### config.mk
export PLATFORM = sky130hd
export DESIGN_NAME = wcm_move_residue
export DESIGN_NICKNAME = d
export VERILOG_FILES = /design/src/verilog/wcm_pkg.sv /design/src/verilog/wcm_move_residue.sv /design/src/verilog/wcm_skid_buf.sv
export SDC_FILE = /design/constraint.sdc
export NUM_CORES = 1
export LEC_CHECK = 0
export ABC_CLOCK_PERIOD_IN_PS = 5550
export BUFFER_PORTS_ARGS = -buffer_cell sky130_fd_sc_hd__buf_2
export CAP_MARGIN = 5
export CELL_PAD_IN_SITES_DETAIL_PLACEMENT = 1
export CELL_PAD_IN_SITES_GLOBAL_PLACEMENT = 1
export CORE_ASPECT_RATIO = 0.75
export CORE_UTILIZATION = 46
export CTS_CLUSTER_SIZE = 28
export DETAILED_ROUTE_END_ITERATION = 10
export GPL_TIMING_DRIVEN = 0
export MAX_ROUTING_LAYER = met4
export PLACE_DENSITY = 0.91
export SLEW_MARGIN = 15
export SYNTH_ARGS = -nofsm -noshare
export SYNTH_HDL_FRONTEND = slang
export SYNTH_SLANG_ARGS = --single-unit
### constraint.sdc
create_clock -name clk_sys -period 5.55 [get_ports clk_sys]
set_input_delay 1.11 -clock clk_sys [delete_from_list [all_inputs] [get_ports clk_sys]]
set_output_delay 1.11 -clock clk_sys [all_outputs]
set_load 0.005 [all_outputs]
### src/verilog/wcm_pkg.sv
// shared types and constants for the wide chained move residue block
package wcm_pkg;
  localparam int COUNT_W = 16;
  localparam logic [COUNT_W-1:0] COUNT_ZERO = 16'h0000;
  localparam logic [COUNT_W-1:0] COUNT_ONE = 16'h0001;
  localparam logic [7:0] BYTE_RST = 8'h00;
  localparam logic [15:0] WORD_RST = 16'h0000;

  // one move instruction as handed over by the script engine
  typedef struct packed {
    logic initiator;
    logic data_out;
    logic chained;
    logic wide;
    logic sync;
    logic [COUNT_W-1:0] count;
  } wcm_cmd_t;

  // word toward the bus; single marks a lone low-order byte
  typedef struct packed {
    logic [15:0] data;
    logic single;
  } wcm_word_t;

  localparam int WORD_W = 17;

  // the two hold flags of the scsi control two register
  typedef struct packed {
    logic send_hold;
    logic recv_hold;
  } wcm_flags_t;

  localparam wcm_flags_t FLAGS_RST = 2'b00;

  typedef enum logic [5:0] {
    ST_IDLE = 6'b000001,
    ST_SEND = 6'b000010,
    ST_SEND_END = 6'b000100,
    ST_RX_RES = 6'b001000,
    ST_RX_GET = 6'b010000,
    ST_RX_BYTE = 6'b100000
  } wcm_state_t;
endpackage : wcm_pkg

### src/verilog/wcm_move_residue.sv
// odd-byte residue handling for wide chained data moves
`timescale 1ns/1ps
module wcm_move_residue (
  input wire logic clk_sys,
  input wire logic resetn,
  input wire logic cmd_valid,
  input wire wcm_pkg::wcm_cmd_t cmd,
  output logic cmd_ready,
  output logic move_done,
  input wire logic mem_rd_valid,
  input wire logic [7:0] mem_rd_data,
  output logic mem_rd_ready,
  output logic bus_tx_valid,
  output wcm_pkg::wcm_word_t bus_tx_word,
  input wire logic bus_tx_ready,
  input wire logic bus_rx_valid,
  input wire logic [15:0] bus_rx_data,
  output logic bus_rx_ready,
  output logic mem_wr_valid,
  output logic [7:0] mem_wr_data,
  input wire logic mem_wr_ready,
  input wire wcm_pkg::wcm_flags_t flag_clear,
  output wcm_pkg::wcm_flags_t scsi_control_two_reg
);
  wcm_pkg::wcm_state_t state;
  wcm_pkg::wcm_cmd_t cur;
  logic [wcm_pkg::COUNT_W-1:0] cnt;
  logic [7:0] lo_byte;
  logic have_lo;
  logic from_hold;
  logic [7:0] scsi_output_latch;
  logic [7:0] chain_hold;
  logic hold_sync;
  logic [7:0] wide_residue_reg;
  logic [15:0] rx_word;
  logic rx_high;
  logic start;
  logic start_send;
  logic take_tx;
  logic take_rx;
  logic mem_done;
  logic buf_wr;
  wcm_pkg::wcm_word_t buf_din;
  logic buf_ready;
  logic set_send;
  logic clr_send;
  logic set_recv;
  logic clr_recv;
  logic send_end_hold;

  assign start = cmd_valid && cmd_ready;
  assign start_send = cmd.initiator == cmd.data_out;
  assign take_tx = mem_rd_valid && mem_rd_ready;
  assign take_rx = bus_rx_valid && bus_rx_ready;
  assign mem_done = mem_wr_valid && mem_wr_ready;
  // ordinary moves always flush, only chained ones may hold a byte
  assign send_end_hold = state == wcm_pkg::ST_SEND && cnt == wcm_pkg::COUNT_ZERO
    && have_lo && cur.chained;

  // word assembly toward the buffer
  always_comb begin
    buf_wr = 1'b0;
    buf_din = '0;
    if (state == wcm_pkg::ST_SEND && take_tx) begin
      if (!cur.wide) begin
        buf_wr = 1'b1;
        buf_din = {8'h00, mem_rd_data, 1'b1};
      end else if (have_lo) begin
        buf_wr = 1'b1;
        buf_din = {mem_rd_data, lo_byte, 1'b0};
      end
    end else if (state == wcm_pkg::ST_SEND_END && buf_ready) begin
      buf_wr = 1'b1;
      buf_din = {8'h00, lo_byte, 1'b1};
    end
  end

  // hold flag set and clear terms
  always_comb begin
    set_send = send_end_hold;
    set_recv = state == wcm_pkg::ST_RX_BYTE && mem_done && !rx_high && cur.wide
      && cur.chained && cnt == wcm_pkg::COUNT_ONE;
    clr_send = flag_clear.send_hold;
    clr_recv = flag_clear.recv_hold;
    if (start && (!start_send || !cmd.wide)) begin
      clr_send = 1'b1;
    end
    if (start && (start_send || !cmd.wide
        || cmd.count != wcm_pkg::COUNT_ZERO)) begin
      clr_recv = 1'b1;
    end
    // cleared on entry to the buffer, even if the bus still stalls on it
    if (buf_wr && from_hold) begin
      clr_send = 1'b1;
    end
  end

  // hardware set wins over any clear in the same cycle
  always_ff @(posedge clk_sys) begin
    if (!resetn) begin
      scsi_control_two_reg <= wcm_pkg::FLAGS_RST;
    end else begin
      if (set_send) begin
        scsi_control_two_reg.send_hold <= 1'b1;
      end else if (clr_send) begin
        scsi_control_two_reg.send_hold <= 1'b0;
      end
      if (set_recv) begin
        scsi_control_two_reg.recv_hold <= 1'b1;
      end else if (clr_recv) begin
        scsi_control_two_reg.recv_hold <= 1'b0;
      end
    end
  end

  // held bytes, kept apart for async and sync sends
  // the source of a held byte follows the move that held it, not the next
  always_ff @(posedge clk_sys) begin
    if (!resetn) begin
      scsi_output_latch <= wcm_pkg::BYTE_RST;
      chain_hold <= wcm_pkg::BYTE_RST;
      hold_sync <= 1'b0;
      wide_residue_reg <= wcm_pkg::BYTE_RST;
    end else begin
      if (send_end_hold) begin
        hold_sync <= cur.sync;
        if (cur.sync) begin
          chain_hold <= lo_byte;
        end else begin
          scsi_output_latch <= lo_byte;
        end
      end
      if (set_recv) begin
        wide_residue_reg <= rx_word[15:8];
      end
    end
  end

  // move sequencing, counting memory-side bytes
  always_ff @(posedge clk_sys) begin
    if (!resetn) begin
      state <= wcm_pkg::ST_IDLE;
      cur <= '0;
      cnt <= wcm_pkg::COUNT_ZERO;
      lo_byte <= wcm_pkg::BYTE_RST;
      have_lo <= 1'b0;
      from_hold <= 1'b0;
      rx_word <= wcm_pkg::WORD_RST;
      rx_high <= 1'b0;
      cmd_ready <= 1'b1;
      move_done <= 1'b0;
      mem_rd_ready <= 1'b0;
      bus_rx_ready <= 1'b0;
      mem_wr_valid <= 1'b0;
      mem_wr_data <= wcm_pkg::BYTE_RST;
    end else begin
      move_done <= 1'b0;
      if (mem_done) begin
        mem_wr_valid <= 1'b0;
      end
      unique case (state)
        wcm_pkg::ST_IDLE: begin
          if (start) begin
            cur <= cmd;
            cnt <= cmd.count;
            cmd_ready <= 1'b0;
            have_lo <= 1'b0;
            from_hold <= 1'b0;
            if (start_send) begin
              state <= wcm_pkg::ST_SEND;
              if (cmd.wide && scsi_control_two_reg.send_hold) begin
                have_lo <= 1'b1;
                from_hold <= 1'b1;
                lo_byte <= hold_sync ? chain_hold : scsi_output_latch;
              end
            // an empty wide receive leaves the residue and its flag alone
            end else if (cmd.wide && scsi_control_two_reg.recv_hold
                && cmd.count != wcm_pkg::COUNT_ZERO) begin
              state <= wcm_pkg::ST_RX_RES;
              mem_wr_valid <= 1'b1;
              mem_wr_data <= wide_residue_reg;
            end else begin
              state <= wcm_pkg::ST_RX_GET;
            end
          end
        end
        wcm_pkg::ST_SEND: begin
          // one byte every other cycle keeps ready a plain flop
          mem_rd_ready <= !take_tx && !mem_rd_ready && buf_ready
            && cnt != wcm_pkg::COUNT_ZERO;
          if (take_tx) begin
            cnt <= cnt - wcm_pkg::COUNT_ONE;
            from_hold <= 1'b0;
            if (cur.wide) begin
              have_lo <= !have_lo;
              lo_byte <= mem_rd_data;
            end
          end else if (cnt == wcm_pkg::COUNT_ZERO && !mem_rd_ready) begin
            if (have_lo && !cur.chained) begin
              state <= wcm_pkg::ST_SEND_END;
            end else begin
              state <= wcm_pkg::ST_IDLE;
              cmd_ready <= 1'b1;
              move_done <= 1'b1;
            end
          end
        end
        wcm_pkg::ST_SEND_END: begin
          // waits for room, the lone byte must not be dropped
          if (buf_ready) begin
            have_lo <= 1'b0;
            state <= wcm_pkg::ST_IDLE;
            cmd_ready <= 1'b1;
            move_done <= 1'b1;
          end
        end
        wcm_pkg::ST_RX_RES: begin
          // the residue byte is one of this move's counted bytes
          if (mem_done) begin
            cnt <= cnt - wcm_pkg::COUNT_ONE;
            if (cnt == wcm_pkg::COUNT_ONE) begin
              state <= wcm_pkg::ST_IDLE;
              cmd_ready <= 1'b1;
              move_done <= 1'b1;
            end else begin
              state <= wcm_pkg::ST_RX_GET;
            end
          end
        end
        wcm_pkg::ST_RX_GET: begin
          // one word in flight, so rx_word is never overwritten early
          bus_rx_ready <= !take_rx && !bus_rx_ready
            && cnt != wcm_pkg::COUNT_ZERO;
          if (take_rx) begin
            rx_word <= bus_rx_data;
            rx_high <= 1'b0;
            mem_wr_valid <= 1'b1;
            mem_wr_data <= bus_rx_data[7:0];
            state <= wcm_pkg::ST_RX_BYTE;
          end else if (cnt == wcm_pkg::COUNT_ZERO && !bus_rx_ready) begin
            state <= wcm_pkg::ST_IDLE;
            cmd_ready <= 1'b1;
            move_done <= 1'b1;
          end
        end
        wcm_pkg::ST_RX_BYTE: begin
          if (mem_done) begin
            cnt <= cnt - wcm_pkg::COUNT_ONE;
            if (cnt == wcm_pkg::COUNT_ONE) begin
              // an ordinary move drops the spare high byte
              state <= wcm_pkg::ST_IDLE;
              cmd_ready <= 1'b1;
              move_done <= 1'b1;
            end else if (cur.wide && !rx_high) begin
              rx_high <= 1'b1;
              mem_wr_valid <= 1'b1;
              mem_wr_data <= rx_word[15:8];
            end else begin
              state <= wcm_pkg::ST_RX_GET;
            end
          end
        end
        default: begin
          state <= wcm_pkg::ST_IDLE;
          cmd_ready <= 1'b1;
        end
      endcase
    end
  end

  // a stalled bus receiver fills this and then holds memory reads off
  wcm_skid_buf #(
    .W(wcm_pkg::WORD_W)
  ) u_tx_buf (
    .clk_sys(clk_sys),
    .resetn(resetn),
    .in_valid(buf_wr),
    .in_data(buf_din),
    .in_ready(buf_ready),
    .out_valid(bus_tx_valid),
    .out_data(bus_tx_word),
    .out_ready(bus_tx_ready)
  );
endmodule : wcm_move_residue

### src/verilog/wcm_skid_buf.sv
// two-entry buffer with registered outputs and registered ready
`timescale 1ns/1ps
module wcm_skid_buf #(
  parameter int W = 17
) (
  input wire logic clk_sys,
  input wire logic resetn,
  input wire logic in_valid,
  input wire logic [W-1:0] in_data,
  output logic in_ready,
  output logic out_valid,
  output logic [W-1:0] out_data,
  input wire logic out_ready
);
  logic [W-1:0] tail;
  logic tail_valid;
  logic push;
  logic pop;

  assign push = in_valid && in_ready;
  assign pop = out_valid && out_ready;

  // ready only depends on the spare slot, so it never waits on out_ready
  always_ff @(posedge clk_sys) begin
    if (!resetn) begin
      out_valid <= 1'b0;
      out_data <= '0;
      tail <= '0;
      tail_valid <= 1'b0;
      in_ready <= 1'b1;
    end else begin
      unique case ({push, pop})
        2'b10: begin
          if (!out_valid) begin
            out_data <= in_data;
            out_valid <= 1'b1;
          end else begin
            tail <= in_data;
            tail_valid <= 1'b1;
            in_ready <= 1'b0;
          end
        end
        2'b01: begin
          if (tail_valid) begin
            out_data <= tail;
            tail_valid <= 1'b0;
            in_ready <= 1'b1;
          end else begin
            out_valid <= 1'b0;
          end
        end
        2'b11: begin
          out_data <= in_data;
        end
        default: begin
        end
      endcase
    end
  end
endmodule : wcm_skid_buf
==> results of run 1 <==
## critical path: stages, from the launching register on
cell      delay, ns
dfxtp_1        0.29
buf_2          0.17
or4_1          0.53
buf_2          0.20
nor2_2         0.31
o21ai_0        0.21
inv_1          0.09
ha_1           0.21
and2_1         0.14
clkbuf_1       0.42
clkbuf_1       0.44
o21ai_0        0.20
nor2_1         0.23
## final timing paths
path | slack (ns) | startpoint | end | cells after the start
min | 0.46 | u_tx_buf.tail[10] | u_tx_buf.tail[10] | 2
max reg2reg | 2.00 | state[5] | u_tx_buf.tail[2] | 12
max | 2.00 | state[5] | u_tx_buf.tail[2] | 12
min reg2reg | 0.46 | u_tx_buf.tail[10] | u_tx_buf.tail[10] | 2
## cell usage after synthesis (4+ instances only)
master / number / area share, %
nand2b_1: 14 / 1.5
clkbuf_1: 38 / 2.4
o21ai_0: 51 / 4.3
o211ai_1: 4 / 0.50
nand4_1: 6 / 0.63
mux2i_1: 41 / 6.9
nor3_1: 11 / 0.92
ha_1: 5 / 1.1
nand3_1: 28 / 2.4
nor3_2: 4 / 0.67
inv_1: 13 / 0.82
o31ai_1: 4 / 0.50
nor4_1: 11 / 1.2
a22oi_1: 19 / 2.4
dfxtp_1: 121 / 41
nor2_1: 91 / 5.7
a21oi_1: 67 / 5.6
o221a_2: 12 / 2.3
a221oi_1: 18 / 2.6
nand2_1: 79 / 5.0
o22ai_1: 9 / 0.95
a21o_1: 4 / 0.50
buf_2: 12 / 1.0
or2_2: 4 / 0.42
a31oi_1: 5 / 0.53
## routing by layer
metal	GRT usage (%)	up-vias
met5	-	-
met4	16.43	0
met3	6.988	71
met2	57.33	374
met1	43.73	3178
li1	-	2861
## power breakdown
group	total [mW]	internal, mW	switching [mW]
clock	1.15	0.706	0.440
sequential	1.04	0.945	0.0938
combinational	0.975	0.322	0.654
total	3.16	1.97	1.19
## layout by cell type (no fill, tap or decap), types with 4 or more instances in the layout
master / Yosys / final
a31oi_1: 5 / 5
a21oi_1: 67 / 67
clkbuf_1: 38 / 38
nor2_1: 91 / 91
clkbuf_16: 0 / 17
nand2_1: 79 / 79
buf_2: 12 / 97
o221a_2: 12 / 12
nand4_1: 6 / 6
clkinv_4: 0 / 5
o31ai_1: 4 / 4
inv_1: 13 / 13
ha_1: 5 / 5
a21o_1: 4 / 4
nand2b_1: 14 / 14
o211ai_1: 4 / 4
or2_2: 4 / 4
o22ai_1: 9 / 9
nor3_2: 4 / 4
a22oi_1: 19 / 19
nor4_1: 11 / 11
a221oi_1: 18 / 18
nor3_1: 11 / 11
nand3_1: 28 / 28
mux2i_1: 41 / 41
o21ai_0: 51 / 51
dfxtp_1: 121 / 121
## per-stage QoR
| step | hold WS, ns | std cells | worst slack (ns) |
|---|---|---|---|
| 6_report | 0.4591 | 1013 | 2.002 |
| 5_1_grt | 0.4781 | 1013 | 1.787 |
| 4_1_cts | 0.4624 | 1013 | 2.124 |
| 3_5_place_dp | 0.4473 | 982 | 2.045 |
| 3_3_place_gp | 0.4404 | 982 | 2.214 |
| 2_1_floorplan | 0.4321 | 731 | 2.792 |
## kinds of logic (layout without fill, tap and decap cells)
group / after synthesis / in the layout / synth area share, %
and+or+nand+nor: 278 / 278 / 22.38
AOI/OAI and AO/OA: 218 / 218 / 24.21
DFF: 121 / 121 / 40.68
buffers and inverters: 65 / 181 / 4.350
muxes: 41 / 41 / 6.892
adders and majority gates: 5 / 5 / 1.051
xor gates and xnor gates: 3 / 3 / 0.4413
## area by class of cell
cell class / instances / area [µm²] / share of cell area [%]
Timing Repair Buffer: 85 / 425.4 / 5.918
Clock inverter: 14 / 175.2 / 2.437
Multi-Input combinational cell: 545 / 3273 / 45.54
Inverter: 14 / 52.55 / 0.7311
Clock buffer: 17 / 425.4 / 5.918
Tap cell: 166 / 207.7 / 2.889
Buffer: 51 / 206.4 / 2.872
Sequential cell: 121 / 2422 / 33.70
==> results.ini, run 1 <==
[run_status]
status = completed

[worst_setup_path]
cp.arrival_ns = 3.88
startpoint_type = register
end_kind = register
cp.required_ns = 5.88
critical_path_peak_fanout = 10
path_class = reg -> reg

[route]
dr_wl_met2_mm = 10.65
drtIter0Drc = 797
wire_per_inst_um = 22.61
vias = 6484
viasPerCell = 6.401
highest_layer = met4
drt-met1-wl_mm = 9.615
routed_wl_mm = 22.90
firstDrtPassIters = 5
ant_nets = 0
drc = 0
dr_wl_met3_mm = 1.993

[global_routing]
grt_max_degree = 17
grt_use_total_pct = 35.75
antenna_found_initial = 0
grt_pass1_wl_mm = 35.70
grt_pass1_vias = 6738
overflow = 0

[synthesis]
ys_seq_area_share_pct = 40.68
synth-edff-count = 0
synth-main-ff-cell = dfxtp_1
syn-cell-area_um2 = 5954
synth-async-reset-ratio_pct = 0
yosys_warnings = 0
synthCells = 731
postSynthAreaPerCell_um2 = 8.146
yosysUniqueCellTypes = 63
ys_seq_elements = 121
postSynthNetCount = 790

[cts]
postCtsSetupBuffers = 0
clkTransAtPathRegs_ns = 0.06
tritoncts = built
clk_latency_ns = 0.42
clockRootBuffer = clkbuf_16
numCtsBuffers = 17
cts-resized-gates = 0
htreeDepth = 4
cts.path.max_buffers = 2
clock-sinks = 121
cts_hold_buffers = 0

[placement]
hpwl_mm = 15.30
place.gp.congestion = 0.9296
numPortBuffers = 85
placed_area_um2 = 6588

[power_and_ir_drop]
powerDensity_nw_per_um2 = 439.6
ir_worst_vdd_v = 0.0002591
p_leak_nw = 2.779
total_power_mw = 3.160

[layout]
fin_area_um2 = 7188
syn2layout_area_growth_pct = 20.72
drive_gt1_share_pct = 18.77
reg_top3 = u_tx_buf.out_data (17), u_tx_buf.tail (17), cnt (16)
antenna_cells = 0
finish.utilization_pct = 57.80
nets = 894
n_fill_cell = 1532

[die]
rows = 35
die_w_um = 133.4
core-area_um2 = 12440
dieArea_um2 = 13410
initial_utilization_pct = 47.88
die_h_um = 100.5
ios = 87

[sta]
min_period_over_period_pct = 63.93
relSlewSlack_pct = 39.56
clock_skew_ns = 0.01376
min_period_ns = 3.548
fmax_ghz = 0.2818
hold_violations = 0
drv_slew = 0
rsz0062_at_grt = false
final.setup.tns_ns = 0
finalSetupViolations = 0
worst_slew_pin_slew_ns = 0.9066

[min_path]
min_path_type = reg -> reg

[flow_run]
maxCapViolCount = 0

No activity file was read; power rests on OpenSTA's default activity.
==> run 2: changes to the inputs <==
--- a/config.mk
+++ b/config.mk
@@ -5,18 +5,18 @@
 export SDC_FILE = /design/constraint.sdc
 export NUM_CORES = 1
 export LEC_CHECK = 0
-export ABC_CLOCK_PERIOD_IN_PS = 5550
+export ABC_CLOCK_PERIOD_IN_PS = 3200
 export BUFFER_PORTS_ARGS = -buffer_cell sky130_fd_sc_hd__buf_2
 export CAP_MARGIN = 5
 export CELL_PAD_IN_SITES_DETAIL_PLACEMENT = 1
 export CELL_PAD_IN_SITES_GLOBAL_PLACEMENT = 1
 export CORE_ASPECT_RATIO = 0.75
-export CORE_UTILIZATION = 46
+export CORE_UTILIZATION = 38
 export CTS_CLUSTER_SIZE = 28
 export DETAILED_ROUTE_END_ITERATION = 10
 export GPL_TIMING_DRIVEN = 0
 export MAX_ROUTING_LAYER = met4
-export PLACE_DENSITY = 0.91
+export PLACE_DENSITY = 0.81
 export SLEW_MARGIN = 15
 export SYNTH_ARGS = -nofsm -noshare
 export SYNTH_HDL_FRONTEND = slang
==> constraint.sdc (replaced) <==
create_clock -name clk_sys -period 3.2 [get_ports clk_sys]
set_input_delay 0.64 -clock clk_sys [delete_from_list [all_inputs] [get_ports clk_sys]]
set_output_delay 0.64 -clock clk_sys [all_outputs]
set_load 0.005 [all_outputs]
==> results.ini, run 2 (synthesis results as in run 1) <==
[run_status]
status = completed

[worst_setup_path]
end_kind = register
reg2regPathDepth = 10
cp.arrival_ns = 3.40
startpoint_type = register
critical_path_peak_fanout = 10
cp.required_ns = 3.56
path_class = reg -> reg

[layout]
n_fill_cell = 1872
mostFrequentLayoutCell = dfxtp_1
nets = 893
fin_cells = 1052
drive_gt1_share_pct = 19.13
syn2layout_area_growth_pct = 21.52
reg_top3 = u_tx_buf.out_data (17), u_tx_buf.tail (17), cnt (16)
mostFrequentLayoutCells = 121 x dfxtp_1, 97 x buf_2, 90 x nor2_1
antenna_cells = 0

[sta]
finalSetupViolations = 0
clock_skew_ns = 0.007566
rsz0062_at_grt = false
worst_slew_pin_slew_ns = 0.8752
hold_violations = 0
final.setup.tns_ns = 0
drv_slew = 0
relSlewSlack_pct = 41.66
fmax_ghz = 0.3293
min_period_over_period_pct = 94.90
min_period_ns = 3.037

[die]
die_w_um = 146.5
core-area_um2 = 15270
initial_utilization_pct = 38.99
die_h_um = 110.4
rows = 39
ios = 87
dieArea_um2 = 16180

[cts]
clkTransAtPathRegs_ns = 0.06
numCtsBuffers = 17
cts_hold_buffers = 0
cts.path.max_buffers = 2
htreeDepth = 4
clock-sinks = 121
clockRootBuffer = clkbuf_16
tritoncts = built
clk_latency_ns = 0.43

[placement]
place.gp.congestion = 0.9017
numPortBuffers = 85
post-place-cells = 1021
hpwl_mm = 14.98

[power_and_ir_drop]
total_power_mw = 5.378
powerDensity_nw_per_um2 = 743.3
ir_worst_vdd_v = 0.0003760
p_leak_nw = 2.786

[route]
vias = 6205
routed_wl_mm = 20.96
firstDrtPassIters = 5
wire_per_inst_um = 19.93
viasPerCell = 5.898
drtIter0Drc = 507
ant_nets = 0
drc = 0

[global_routing]
overflow = 0
grt_pass1_vias = 6167
grt_pass1_wl_mm = 33.47
antenna_found_initial = 0
grt_max_degree = 17
grt_use_total_pct = 27.62

[min_path]
min_path_cells = 3
min_path_type = in -> reg

[flow_run]
maxCapViolCount = 0

## run 2: final cells by class
type                    count  area (µm²)  area share, %
multi-input cells         545        3277          45.29
flip-flops and latches    121        2422          33.48
clock buffers              20       446.7          6.173
repair buffers             85       425.4          5.879
well taps                 205       256.5          3.545
plain buffers              50       205.2          2.836
clock inverters            12       150.1          2.075
inverters                  14       52.55         0.7263
## run 2: power by group
group | switching [mW] | internal (mW) | total [mW]
Combinational | 1.06 | 0.556 | 1.62
Sequential | 0.161 | 1.64 | 1.80
Clock | 0.720 | 1.24 | 1.96
Total | 1.94 | 3.43 | 5.38
## run 2: through the flow
stage               cell area (µm²)  setup slack, ns  utilization [%]  hold slack [ns]
CTS                            7229         0.002710            47.33           0.4415
finish                         7236           0.1634            47.37           0.4527
global route                   7236         0.006580            47.37           0.4620
detailed placement             6636         -0.05986            43.45           0.4563
global placement               6636          0.01809            43.45           0.4422
floorplan                      5954           0.5764                -           0.4321
## run 2: path summary, 6_finish.rpt
path | startpoint | endpoint | slack, ns
worst max-delay path | state[5] | u_tx_buf.out_data[14] | 0.16
worst min-delay path | bus_rx_data[14] | rx_word[14] | 0.45
worst min register to register | u_tx_buf.tail[10] | u_tx_buf.tail[10] | 0.46
worst max register to register | state[5] | u_tx_buf.out_data[14] | 0.16
## run 2: what timing repair did
item / in CTS / in global routing
buffers inserted: 0 / 0
endpoints found under the setup margin: 10 / 19
gates resized for setup: 0 / 6
## run 2: worst max-delay path: stages (launching register included)
cell and delay (ns):
dfxtp_1 0.29, buf_2 0.16, or4_1 0.56, buf_2 0.21
nor2_2 0.30, o21ai_0 0.19, ha_1 0.27, a22oi_2 0.37
buf_2 0.32, o21ai_0 0.12, a21oi_1 0.17
## run 2: routing by layer
layer,wire (µm),track usage [%],up-vias
met1,9993,36.92,3108
li1,-,-,2872
met2,9420,40.95,199
met4,291,8.125,0
met3,1258,6.983,26
met5,0,-,-
==> run 3: changes to the inputs <==
--- a/config.mk
+++ b/config.mk
@@ -16,7 +16,8 @@
 export DETAILED_ROUTE_END_ITERATION = 10
 export GPL_TIMING_DRIVEN = 0
 export MAX_ROUTING_LAYER = met4
-export PLACE_DENSITY = 0.81
+export PLACE_DENSITY_LB_ADDON = 0.2
+export REMOVE_ABC_BUFFERS = 1
 export SLEW_MARGIN = 15
 export SYNTH_ARGS = -nofsm -noshare
 export SYNTH_HDL_FRONTEND = slang
==> results.ini, run 3 (synthesis results as in run 1) <==
[run_status]
status = completed

[worst_setup_path]
end_kind = register
critical_path_peak_fanout = 12
cp.arrival_ns = 3.34
path_class = reg -> reg
crit_path_top_delay_cell = nor2_1
startpoint_type = register
cp_cell_sequence = or4_1 > nor2_1 > nand3_1 > o211ai_4 > a21oi_4 > o221a_2
cp.required_ns = 3.51
slowest_delay_ns = 0.80

[layout]
n_fill_cell = 1861
syn2layout_area_growth_pct = 20.76
mostFrequentLayoutCell = dfxtp_1
mostFrequentLayoutCells = 121 x dfxtp_1, 90 x nor2_1, 86 x buf_2
drive_gt1_share_pct = 20.27
fin_area_um2 = 7191
nets = 855
antenna_cells = 0
multi_input_comb_area_um2 = 3328
fin_cells = 1014
reg_top3 = u_tx_buf.out_data (17), u_tx_buf.tail (17), cnt (16)
seq_area_um2 = 2422

[sta]
rsz0062_at_grt = true
clock_skew_ns = 0.01288
fmax_ghz = 0.3303
hold_violations = 0
relSlewSlack_pct = 34.78
drv_slew = 0
min_period_over_period_pct = 94.61
holdWs_ns = 0.4507
setup_ws_ns = 0.1725
min_period_ns = 3.028
finalSetupViolations = 0
worst_slew_pin_slew_ns = 0.9747

[cts]
tritoncts = built
numCtsBuffers = 17
clk_latency_ns = 0.42
clockRootBuffer = clkbuf_16
htreeDepth = 4
clkTransAtPathRegs_ns = 0.06
clock-sinks = 121
cts.path.max_buffers = 2

[placement]
numPortBuffers = 86
placed_area_um2 = 6516
hpwl_mm = 12.54
pre_cts_ws_ns = -0.5956
post-place-cells = 977
place.gp.congestion = 0.8182

[power_and_ir_drop]
total_power_mw = 5.374
p_leak_nw = 2.756
ir_worst_vdd_v = 0.0004009
powerDensity_nw_per_um2 = 747.3

[global_routing]
grt_max_degree = 78
grt_pass1_wl_mm = 30.32
grt_pass1_vias = 5820
grt_use_total_pct = 24.27
overflow = 0
antenna_found_initial = 0

[route]
wire_per_inst_um = 18.41
drc = 0
ant_nets = 0
drtIter0Drc = 385
vias = 5774
viasPerCell = 5.694
firstDrtPassIters = 4
routed_wl_mm = 18.67

[flow_run]
maxCapViolCount = 0

[die]
die_h_um = 110.4
initial_utilization_pct = 38.99
ios = 87
rows = 39
core-area_um2 = 15270
die_w_um = 146.5
dieArea_um2 = 16180

[min_path]
min_path_type = reg -> reg

[run 3: final timing paths]
kind	slack, ns	to	start	depth (start not counted)
hold reg to reg	0.45	u_tx_buf.tail[15]	u_tx_buf.tail[15]	2
setup reg to reg	0.17	mem_wr_data[4]	state[1]	6
setup / recovery	0.17	mem_wr_data[4]	state[1]	6
hold / removal	0.45	u_tx_buf.tail[15]	u_tx_buf.tail[15]	2
[run 3: worst max-delay path: cells and delay by family (launching register included)]
family             cells  cell delay (ns)
and+or+nand+nor        3             1.83
DFF                    1             0.39
AOI/OAI and AO/OA      3             0.70
[run 3: where the power goes]
group          internal, mW  leakage [nW]  switching [mW]
combinational         0.585          1.48            1.01
clock                  1.26         0.297           0.711
sequential             1.64         0.979           0.169
total                  3.49          2.76            1.89
[run 3: per-stage QoR]
stage                      TNS [ns]  util [%]
final                             0     47.08
after global routing      -0.006650     47.08
after CTS                         0     46.93
after detailed placement     -10.34     42.66
after global placement       -40.33     42.13
after floorplan            -0.01780         -
[run 3: area by class of cell]
cell class	instances	area share, %
Sequential cell	121	33.69
Clock buffer	21	6.403
Inverter	14	0.7656
Tap cell	205	3.567
Timing Repair Buffer	97	7.291
Multi-Input combinational cell	545	46.28
Clock inverter	11	2.001
[run 3: layer usage]
metal / global-route usage, % / vias to the layer above / part of all wire [%]
met2: 35.94 / 123 / 45
met3: 5.372 / 20 / 4.6
met4: 6.667 / 0 / 0.95
met5: - / - / 0
li1: - / 2803 / -
met1: 33.15 / 2828 / 50
[run 3: what timing repair did]
| item | in CTS | in global routing |
|---|---|---|
| buffers inserted | 5 | 0 |
| pin swaps | 1 | 0 |
| hold buffers | 0 | 0 |
| resized for setup | 3 | 3 |
| setup endpoints to repair | 34 | 39 |
| hold endpoints to repair | 0 | 0 |
